[src/include/uabw_pkg.sv]
// package: register map, field positions, reset values and baud constants for the uart control block
// Function
// - low speed: fH / (64 x (N+1))
// - high speed: fH / (16 x (N+1))
// - free-running 8-bit timer, divisor 0..255
// - address bit is bit 7 or ninth
// - address word raises interrupt when enabled
// - non-address word discarded, no interrupt
// - wake request on falling edge, clock off
// - no pin wake while uart clock runs
// - wake request becomes interrupt; software restarts clock
// - wake disabled: edges ignored while clock off
// - receive enable gates overrun/available into request
// - idle enable gates idle flag into request
// - empty enable gates empty flag into request
// - single-wire off: shared pin receive only
// - single-wire on: pin role by enables
// - single-wire, both enables: receive only
// - upper seven single-wire bits read zero
// - one data register: write transmit, read receive
// - word length select 8 or 9, ninth bit
// - global and receiver enable take pin
// - empty flag: data moved to shifter
package uabw_pkg;
    // register byte offsets
    localparam logic [7:0] CONTROL_ONE_OFS = 8'h00;
    localparam logic [7:0] CONTROL_TWO_OFS = 8'h04;
    localparam logic [7:0] SINGLE_WIRE_CONTROL_OFS = 8'h08;
    localparam logic [7:0] SERIAL_DATA_BUFFER_OFS = 8'h0C;
    localparam logic [7:0] BAUD_DIVISOR_OFS = 8'h10;
    localparam logic [7:0] STATUS_OFS = 8'h14;
    // control_one fields
    localparam int GEN_BIT = 7;
    localparam int WLS_BIT = 6;
    localparam int RX9_BIT = 1;
    // control_two fields
    localparam int TXON_BIT = 7;
    localparam int RXON_BIT = 6;
    localparam int SPD_BIT = 5;
    localparam int ADDR_BIT = 4;
    localparam int WAKE_BIT = 3;
    localparam int RXI_BIT = 2;
    localparam int IDLI_BIT = 1;
    localparam int EMPI_BIT = 0;
    // status fields
    localparam int ST_TXE_BIT = 0;
    localparam int ST_RXA_BIT = 1;
    localparam int ST_OVR_BIT = 2;
    localparam int ST_IDLE_BIT = 3;
    localparam int ST_WAKE_BIT = 4;
    // reset values
    localparam logic [7:0] CONTROL_RST = 8'h00;
    localparam logic [7:0] DIVISOR_RST = 8'h00;
    // baud prescale per speed mode
    localparam logic [5:0] PRE_LOW_LAST = 6'd63;
    localparam logic [5:0] PRE_HIGH_LAST = 6'd15;
    localparam logic [1:0] RESP_OKAY = 2'b00;
    localparam logic [1:0] RESP_SLVERR = 2'b10;
endpackage

[src/rtl/uabw_ctrl.sv]
// uart control block: baud generator, address filter, pin wake-up, interrupt gating, pin routing, axi4-lite registers
`timescale 1ns/1ns
module uabw_ctrl
(
    input wire logic clk_i, // 25 MHz clock
    input wire logic rstn_i, // async reset, active low
    input wire logic [7:0] s_axi_awaddr, // write address
    input wire logic s_axi_awvalid, // write address valid
    output logic s_axi_awready, // write address ready
    input wire logic [31:0] s_axi_wdata, // write data
    input wire logic [3:0] s_axi_wstrb, // byte strobes
    input wire logic s_axi_wvalid, // write data valid
    output logic s_axi_wready, // write data ready
    output logic [1:0] s_axi_bresp, // write response
    output logic s_axi_bvalid, // write response valid
    input wire logic s_axi_bready, // write response ready
    input wire logic [7:0] s_axi_araddr, // read address
    input wire logic s_axi_arvalid, // read address valid
    output logic s_axi_arready, // read address ready
    output logic [31:0] s_axi_rdata, // read data
    output logic [1:0] s_axi_rresp, // read response
    output logic s_axi_rvalid, // read data valid
    input wire logic s_axi_rready, // read data ready
    input wire logic rx_word_valid_i, // received word pulse from receiver core
    input wire logic [8:0] rx_word_i, // received word, bit 8 is ninth bit
    input wire logic tx_shift_load_i, // shifter took the buffered character
    input wire logic tx_idle_i, // transmitter idle level
    input wire logic tx_serial_i, // serial stream from transmitter core
    input wire logic uart_clk_off_i, // uart clock stopped
    input wire logic shared_pin_i, // shared receive pin level
    output logic baud_tick_o, // one-cycle bit clock tick
    output logic [8:0] tx_word_o, // character to transmit, ninth bit on top
    output logic tx_word_valid_o, // buffer holds a character
    output logic rx_serial_o, // receive input routed to receiver core
    output logic shared_pin_o, // shared pin output value
    output logic shared_pin_oe_o, // shared pin drive enable
    output logic tx_pin_o, // transmit pin output value
    output logic tx_pin_oe_o, // transmit pin drive enable
    output logic wake_req_o, // wake-up request level
    output logic irq_o // uart interrupt request
);
    ////////////////////////////////////////////////////////////////////////
    // register state
    logic [7:0] ctrl1_q;
    logic [7:0] ctrl2_q;
    logic sgl_q;
    logic [7:0] div_q;
    logic [7:0] rx_data_q;
    logic rx_ninth_bit_q;
    logic [8:0] tx_word_q;
    logic tx_full_q;
    logic rx_available_q;
    logic overrun_q;
    logic wake_flag_q;
    logic [5:0] pre_q;
    logic [7:0] cnt_q;
    logic baud_tick_q;
    logic pin_prev_q;
    logic irq_q;
    logic aw_hold_q;
    logic w_hold_q;
    logic [7:0] awaddr_q;
    logic [31:0] wdata_q;
    logic [3:0] wstrb_q;
    logic bvalid_q;
    logic [1:0] bresp_q;
    logic rvalid_q;
    logic [31:0] rdata_q;
    logic [1:0] rresp_q;
    logic [7:0] rd_addr_q;

    logic uon;
    logic wr_go;
    logic wr_ok;
    logic rd_go;
    logic data_rd;
    logic data_wr;
    logic addr_bit;
    logic word_keep;
    logic wake_clr;
    logic [5:0] pre_last;
    logic pin_fall;

    assign uon = ctrl1_q[uabw_pkg::GEN_BIT];
    ////////////////////////////////////////////////////////////////////////
    // axi write channel: address and data taken in either order
    assign s_axi_awready = !aw_hold_q && !bvalid_q;
    assign s_axi_wready = !w_hold_q && !bvalid_q;
    assign wr_go = aw_hold_q && w_hold_q && !bvalid_q;
    assign wr_ok = awaddr_q <= uabw_pkg::STATUS_OFS && awaddr_q[1:0] == 2'b00;
    assign s_axi_bvalid = bvalid_q;
    assign s_axi_bresp = bresp_q;

    always_ff @(posedge clk_i or negedge rstn_i)
    begin
        if (!rstn_i)
        begin
            aw_hold_q <= 1'b0;
            w_hold_q <= 1'b0;
            awaddr_q <= 8'h00;
            wdata_q <= 32'h0000_0000;
            wstrb_q <= 4'h0;
            bvalid_q <= 1'b0;
            bresp_q <= uabw_pkg::RESP_OKAY;
        end
        else
        begin
            if (s_axi_awvalid && s_axi_awready)
            begin
                aw_hold_q <= 1'b1;
                awaddr_q <= s_axi_awaddr;
            end
            if (s_axi_wvalid && s_axi_wready)
            begin
                w_hold_q <= 1'b1;
                wdata_q <= s_axi_wdata;
                wstrb_q <= s_axi_wstrb;
            end
            if (wr_go)
            begin
                aw_hold_q <= 1'b0;
                w_hold_q <= 1'b0;
                bvalid_q <= 1'b1;
                bresp_q <= wr_ok ? uabw_pkg::RESP_OKAY : uabw_pkg::RESP_SLVERR;
            end
            else if (bvalid_q && s_axi_bready)
            begin
                bvalid_q <= 1'b0;
            end
        end
    end

    ////////////////////////////////////////////////////////////////////////
    // axi read channel: one-cycle answer, unmapped gives slverr
    assign s_axi_arready = !rvalid_q;
    assign rd_go = s_axi_arvalid && !rvalid_q;
    assign s_axi_rvalid = rvalid_q;
    assign s_axi_rdata = rdata_q;
    assign s_axi_rresp = rresp_q;
    assign data_rd = rd_go && s_axi_araddr == uabw_pkg::SERIAL_DATA_BUFFER_OFS;

    always_ff @(posedge clk_i or negedge rstn_i)
    begin
        if (!rstn_i)
        begin
            rvalid_q <= 1'b0;
            rdata_q <= 32'h0000_0000;
            rresp_q <= uabw_pkg::RESP_OKAY;
            rd_addr_q <= 8'h00;
        end
        else if (rd_go)
        begin
            rvalid_q <= 1'b1;
            rd_addr_q <= s_axi_araddr;
            rresp_q <= uabw_pkg::RESP_OKAY;
            case (s_axi_araddr)
                uabw_pkg::CONTROL_ONE_OFS: rdata_q <= {24'h00_0000, ctrl1_q[7:2], rx_ninth_bit_q, 1'b0};
                uabw_pkg::CONTROL_TWO_OFS: rdata_q <= {24'h00_0000, ctrl2_q};
                uabw_pkg::SINGLE_WIRE_CONTROL_OFS: rdata_q <= {31'h0000_0000, sgl_q};
                uabw_pkg::SERIAL_DATA_BUFFER_OFS: rdata_q <= {24'h00_0000, rx_data_q};
                uabw_pkg::BAUD_DIVISOR_OFS: rdata_q <= {24'h00_0000, div_q};
                uabw_pkg::STATUS_OFS: rdata_q <= {27'h000_0000, wake_flag_q, tx_idle_i, overrun_q,
                                                  rx_available_q, !tx_full_q};
                default:
                begin
                    rdata_q <= 32'h0000_0000;
                    rresp_q <= uabw_pkg::RESP_SLVERR;
                end
            endcase
        end
        else if (rvalid_q && s_axi_rready)
        begin
            rvalid_q <= 1'b0;
        end
    end

    ////////////////////////////////////////////////////////////////////////
    // control registers; clearing the global enable drops both path enables
    always_ff @(posedge clk_i or negedge rstn_i)
    begin
        if (!rstn_i)
        begin
            ctrl1_q <= uabw_pkg::CONTROL_RST;
            ctrl2_q <= uabw_pkg::CONTROL_RST;
            sgl_q <= 1'b0;
            div_q <= uabw_pkg::DIVISOR_RST;
        end
        else
        begin
            if (wr_go && wstrb_q[0])
            begin
                case (awaddr_q)
                    uabw_pkg::CONTROL_ONE_OFS: ctrl1_q <= wdata_q[7:0];
                    uabw_pkg::CONTROL_TWO_OFS: ctrl2_q <= wdata_q[7:0];
                    uabw_pkg::SINGLE_WIRE_CONTROL_OFS: sgl_q <= wdata_q[0];
                    uabw_pkg::BAUD_DIVISOR_OFS: div_q <= wdata_q[7:0];
                    default: ;
                endcase
            end
            if (!uon)
            begin
                ctrl2_q[uabw_pkg::TXON_BIT] <= 1'b0;
                ctrl2_q[uabw_pkg::RXON_BIT] <= 1'b0;
            end
        end
    end

    ////////////////////////////////////////////////////////////////////////
    // baud generator: prescale 64 or 16, then 8-bit divisor down-count
    assign pre_last = ctrl2_q[uabw_pkg::SPD_BIT] ? uabw_pkg::PRE_HIGH_LAST : uabw_pkg::PRE_LOW_LAST;

    always_ff @(posedge clk_i or negedge rstn_i)
    begin
        if (!rstn_i)
        begin
            pre_q <= 6'd0;
            cnt_q <= 8'h00;
            baud_tick_q <= 1'b0;
        end
        else if (!uon)
        begin
            pre_q <= 6'd0;
            cnt_q <= div_q;
            baud_tick_q <= 1'b0;
        end
        else
        begin
            baud_tick_q <= 1'b0;
            if (pre_q >= pre_last)
            begin
                pre_q <= 6'd0;
                if (cnt_q == 8'h00)
                begin
                    cnt_q <= div_q;
                    baud_tick_q <= 1'b1;
                end
                else
                begin
                    cnt_q <= cnt_q - 8'h01;
                end
            end
            else
            begin
                pre_q <= pre_q + 6'd1;
            end
        end
    end
    assign baud_tick_o = baud_tick_q;

    ////////////////////////////////////////////////////////////////////////
    // receive side: address filter and data buffer
    assign addr_bit = ctrl1_q[uabw_pkg::WLS_BIT] ? rx_word_i[8] : rx_word_i[7];
    assign word_keep = rx_word_valid_i && uon && ctrl2_q[uabw_pkg::RXON_BIT]
                       && (!ctrl2_q[uabw_pkg::ADDR_BIT] || addr_bit);

    always_ff @(posedge clk_i or negedge rstn_i)
    begin
        if (!rstn_i)
        begin
            rx_data_q <= 8'h00;
            rx_ninth_bit_q <= 1'b0;
            rx_available_q <= 1'b0;
            overrun_q <= 1'b0;
        end
        else if (!uon || !ctrl2_q[uabw_pkg::RXON_BIT])
        begin
            rx_available_q <= 1'b0;
            overrun_q <= 1'b0;
        end
        else if (word_keep)
        begin
            if (rx_available_q && !data_rd)
            begin
                overrun_q <= 1'b1;
            end
            else
            begin
                rx_data_q <= rx_word_i[7:0];
                rx_ninth_bit_q <= rx_word_i[8];
                rx_available_q <= 1'b1;
            end
        end
        else if (data_rd)
        begin
            rx_available_q <= 1'b0;
            overrun_q <= 1'b0;
        end
    end

    ////////////////////////////////////////////////////////////////////////
    // transmit buffer: write fills, shifter load empties
    assign data_wr = wr_go && wstrb_q[0] && awaddr_q == uabw_pkg::SERIAL_DATA_BUFFER_OFS;

    always_ff @(posedge clk_i or negedge rstn_i)
    begin
        if (!rstn_i)
        begin
            tx_word_q <= 9'h000;
            tx_full_q <= 1'b0;
        end
        else if (!uon || !ctrl2_q[uabw_pkg::TXON_BIT])
        begin
            tx_full_q <= 1'b0;
        end
        else if (data_wr && !tx_full_q)
        begin
            tx_word_q <= {ctrl1_q[0], wdata_q[7:0]};
            tx_full_q <= 1'b1;
        end
        else if (tx_shift_load_i)
        begin
            tx_full_q <= 1'b0;
        end
    end
    assign tx_word_o = tx_word_q;
    assign tx_word_valid_o = tx_full_q;

    ////////////////////////////////////////////////////////////////////////
    // pin wake-up: only while uart clock is off and enabled
    assign pin_fall = pin_prev_q && !shared_pin_i;
    assign wake_clr = wr_go && wstrb_q[0] && awaddr_q == uabw_pkg::STATUS_OFS && wdata_q[uabw_pkg::ST_WAKE_BIT];

    always_ff @(posedge clk_i or negedge rstn_i)
    begin
        if (!rstn_i)
        begin
            pin_prev_q <= 1'b1;
            wake_flag_q <= 1'b0;
        end
        else
        begin
            pin_prev_q <= shared_pin_i;
            if (pin_fall && uart_clk_off_i && ctrl2_q[uabw_pkg::WAKE_BIT])
            begin
                wake_flag_q <= 1'b1;
            end
            else if (wake_clr)
            begin
                wake_flag_q <= 1'b0;
            end
        end
    end
    assign wake_req_o = wake_flag_q;

    ////////////////////////////////////////////////////////////////////////
    // interrupt request: enabled conditions ORed
    always_ff @(posedge clk_i or negedge rstn_i)
    begin
        if (!rstn_i)
        begin
            irq_q <= 1'b0;
        end
        else
        begin
            irq_q <= (ctrl2_q[uabw_pkg::RXI_BIT] && (overrun_q || rx_available_q))
                     || (ctrl2_q[uabw_pkg::IDLI_BIT] && tx_idle_i)
                     || (ctrl2_q[uabw_pkg::EMPI_BIT] && !tx_full_q)
                     || wake_flag_q;
        end
    end
    assign irq_o = irq_q;

    ////////////////////////////////////////////////////////////////////////
    // pin routing for normal and single-wire modes
    always_ff @(posedge clk_i or negedge rstn_i)
    begin
        if (!rstn_i)
        begin
            rx_serial_o <= 1'b1;
            shared_pin_o <= 1'b1;
            shared_pin_oe_o <= 1'b0;
            tx_pin_o <= 1'b1;
            tx_pin_oe_o <= 1'b0;
        end
        else
        begin
            rx_serial_o <= (uon && ctrl2_q[uabw_pkg::RXON_BIT]) ? shared_pin_i : 1'b1;
            shared_pin_o <= tx_serial_i;
            shared_pin_oe_o <= sgl_q && uon && ctrl2_q[uabw_pkg::TXON_BIT]
                               && !ctrl2_q[uabw_pkg::RXON_BIT];
            tx_pin_o <= tx_serial_i;
            tx_pin_oe_o <= !sgl_q && uon && ctrl2_q[uabw_pkg::TXON_BIT];
        end
    end
endmodule

[config.mk]
export PLATFORM = sky130hd
export DESIGN_NAME = uabw_ctrl
export DESIGN_NICKNAME = d
export VERILOG_FILES = /design/src/include/uabw_pkg.sv /design/src/rtl/uabw_ctrl.sv
export SDC_FILE = /design/constraint.sdc
export NUM_CORES = 1
export LEC_CHECK = 0
export ABC_AREA = 1
export BUFFER_PORTS_ARGS = -buffer_cell sky130_fd_sc_hd__buf_2
export CORE_ASPECT_RATIO = 0.8
export CORE_MARGIN = 2
export CORE_UTILIZATION = 45
export CTS_CLUSTER_SIZE = 30
export DETAILED_ROUTE_END_ITERATION = 10
export PLACE_DENSITY = 0.71
export SYNTH_ARGS = -nofsm -noshare
export SYNTH_HDL_FRONTEND = slang
export SYNTH_SLANG_ARGS = --single-unit
[constraint.sdc]
create_clock -name clk_i -period 1.7 [get_ports clk_i]
set_input_delay 0.34 -clock clk_i [delete_from_list [all_inputs] [get_ports clk_i]]
set_output_delay 0.34 -clock clk_i [all_outputs]
set_load 0.005 [all_outputs]
==> results.json <==
{
  "grt_pass1_vias": 3863,
  "slew_viol_final": 0,
  "fmax_ghz": 0.615,
  "placed_area_um2": 5390,
  "final_nets": 766,
  "outcome": "complete, no violations",
  "p_int_uw": 4170,
  "final.min_clock_period_ns": 1.63,
  "synthCells": 593,
  "initial_core_util_pct": 46.7,
  "grt_pass1_wl_mm": 18.4,
  "drc_errors": 0,
  "p_comb_share_pct": 18.3,
  "hpwl_mm": 8.27,
  "cp_slowest_cell": "dfrtp_1",
  "die_h_um": 96.8,
  "insertion_delay_ns": 0.35,
  "area_growth_syn_to_layout_pct": 18.0,
  "synth-edff-count": 0,
  "final_util_pct": 55.1,
  "crit_fanout": 7,
  "fin_total_pwr_uw": 5950,
  "power.density_nw_per_um2": 1040,
  "cp_common_cell": "nand2_1",
  "final_cell_area_um2": 5710,
  "numCtsBuffers": 9,
  "clkPwrFrac_pct": 34.2,
  "core_um2": 10400,
  "clk_pin_slew_ns": 0.07,
  "crit_family": "simple AND/OR/NAND/NOR gates",
  "ys_ff_latch": 98,
  "vias": 4065,
  "ant_nets": 0,
  "synth_top_area_cell": "dfrtp_1",
  "cp.arrival_ns": 1.86,
  "avgSynthCellArea_um2": 8.16,
  "gp_congestion": 0.885,
  "path_class": "flip-flop to flip-flop",
  "post-route-period-util_pct": 95.6,
  "antenna_cells": 0,
  "cts_root_buffer": "clkbuf_16",
  "leakage_uw": 0.00321,
  "cp-start-kind": "flip-flop",
  "grt_max_degree": 41,
  "fp.dieW_um": 120,
  "worstPathCellList": "inv_1 -> ha_1 -> nand2_1 -> nor2_1 -> nor2_2 -> buf_4 -> or2_2 -> nand3_1 -> nand2_1",
  "finalSetupViolations": 0,
  "swShare_pct": 30.0,
  "p_seq_share_pct": 47.4,
  "synthArstFlopShare_pct": 100,
  "wl_per_cell_um": 13.3,
  "maxCapViolations": 0,
  "peakVddDrop_v": 0.000807,
  "finalHoldViolations": 0,
  "drtIter0Drc": 225,
  "ys_types": 37,
  "port-buffer-count": 79,
  "synth_top_area_share_pct": 49.1,
  "wl_mm": 11.1,
  "synth.yosys.seq_area_share_pct": 50.7,
  "grt-ovfl-total": 0,
  "tightest_slew_ns": 0.588,
  "clkSinkCount": 98,
  "track_usage_pct": 19.9,
  "yosys_warnings": 0,
  "finClkSkew_ns": 0.00801,
  "ys.flop_type": "dfrtp_1",
  "avgViaCountPerCell": 4.89,
  "switchingPower_uw": 1790,
  "hold_class": "primary input to flip-flop",
  "endpoint_kind": "flip-flop",
  "synth.area.top_cells": "dfrtp_1 (49%), nand2_1 (13%), nand3_1 (5.7%), inv_1 (5.0%), buf_4 (4.3%)",
  "design.die.area_um2": 11600,
  "cts_buffer_depth": 2,
  "htree_levels": 3,
  "syn_area_um2": 4840,
  "cp.required_ns": 1.93,
  "cts_tree": "done",
  "rsz0062_at_grt": "yes",
  "cpPeakStageDelay_ns": 0.40,
  "slew_headroom_pct": 60.7,
  "io-pin-count": 133,
  "drive_gt1_share_pct": 20.7,
  "antenna_found_initial": 0,
  "path_buf_inv": 2,
  "drtPass1Iterations": 4,
  "num_rows": 33
}
[layer usage]
metal  GRT usage (%)  up-vias  routed length (µm)
li1                -     2008                   -
met1            28.9     1892                5290
met2            29.7      150                4910
met3            5.31       15                 751
met4            5.07        0                 138
met5               0        -                   0
[cell usage in the layout, fill, tap and decap left out, types with 2 or more instances in the layout]
cell,n
nand2_1,173
dfrtp_1,95
buf_2,78
inv_1,65
nand3_1,55
nor2_1,48
conb_1,26
o21ai_1,25
buf_4,19
a21oi_1,17
o21ai_0,10
clkbuf_16,9
o21bai_1,6
nand4_1,6
nor3_1,5
mux2_2,5
ha_1,5
or2_2,4
xor2_1,3
inv_2,3
nor2_2,3
nand2_2,3
dfstp_2,3
nand2_4,2
or2_1,2
o21ai_2,2
clkbuf_1,2
clkinv_4,2
buf_12,2
[cell usage after synthesis, drive strengths merged (2+ instances only)]
library cell,n
nand2,178
dfrtp,95
inv,68
nand3,56
nor2,52
buf,40
o21ai,37
a21oi,17
nand4,7
o21bai,6
or2,6
ha,5
mux2,5
nor3,5
dfstp,3
xor2,3
clkbuf,2
[sequential cells by signal, summed over array words and instances, names as in the netlist, 6 cells and up]
signal,cells
div_q,8
ctrl2_q,8
pre_q,6
tx_word_o,9
rx_data_q,8
s_axi_rdata,8
awaddr_q,8
wdata_q,8
ctrl1_q,7
cnt_q,8
[worst register-to-register path, cell delays in order, from the launching register on]
cell,delay (ns)
dfrtp_1,0.40
inv_1,0.09
ha_1,0.14
nand2_1,0.05
nor2_1,0.16
nor2_2,0.11
buf_4,0.16
or2_2,0.27
nand3_1,0.07
nand2_1,0.06
[power groups by stage]
stage / clock (µW) / sequential, µW / combinational [µW]
final: 2040 / 2820 / 1090
after global routing: 2180 / 2870 / 1250
after CTS: 2070 / 2820 / 1090
after detailed placement: 0 / 2860 / 1090
after global placement: 0 / 2850 / 1050
after floorplan: 0 / 2810 / 776
[kinds of logic after synthesis]
kind of cell	share of synthesized area, %
compound gates	7.19
xor+xnor	0.724
fa+ha+maj	1.29
buf+inv	11.3
flops	50.7
mux	1.16
other cells	0.0775
simple gates	27.5
[final timing paths]
kind	depth (start not counted)	end	slack, ns	start
max in group asynchronous	3	wdata_q[3]$_DFFE_PN0P_	0.64	rstn_i
setup reg to reg	9	cnt_q[6]$_DFFE_PN0P_	0.07	cnt_q[1]$_DFFE_PN0P_
setup / recovery	9	cnt_q[6]$_DFFE_PN0P_	0.07	cnt_q[1]$_DFFE_PN0P_
hold reg to reg	1	tx_pin_oe_o$_DFF_PN0_	0.44	sgl_q$_DFFE_PN0P_
hold / removal	1	tx_pin_o$_DFF_PN1_	0.09	tx_serial_i
min in group asynchronous	2	irq_o$_DFF_PN0_	0.49	rstn_i
[repair_timing]
action / CTS / global route
endpoints found under the setup margin: 0 / 15
buffers inserted: 0 / 0
endpoints found under the hold margin: 28 / 0
hold buffers: 1 / 0
resized for setup: 0 / 2
[final cells by class]
| type | instances | area, µm² |
|---|---|---|
| sequential | 98 | 2460 |
| timing repair buffer | 100 | 583 |
| clock buffer | 11 | 233 |
| inverter | 68 | 255 |
| tap | 140 | 175 |
| clock inverter | 5 | 63.8 |
| fill | 983 | 4650 |
| multi-input combinational | 410 | 1940 |
[through the flow]
stage                     hold slack [ns]  setup TNS (ns)  worst slack [ns]  cells
final                              0.0851               0            0.0741    832
after global routing               0.0629          -0.261           -0.0653    832
after CTS                          0.0757               0            0.0438    832
after detailed placement            0.327               0            0.0592    815
after global placement              0.323               0             0.113    815
after floorplan                    0.0444               0             0.275    618
Power figures use the tool's default switching activity.
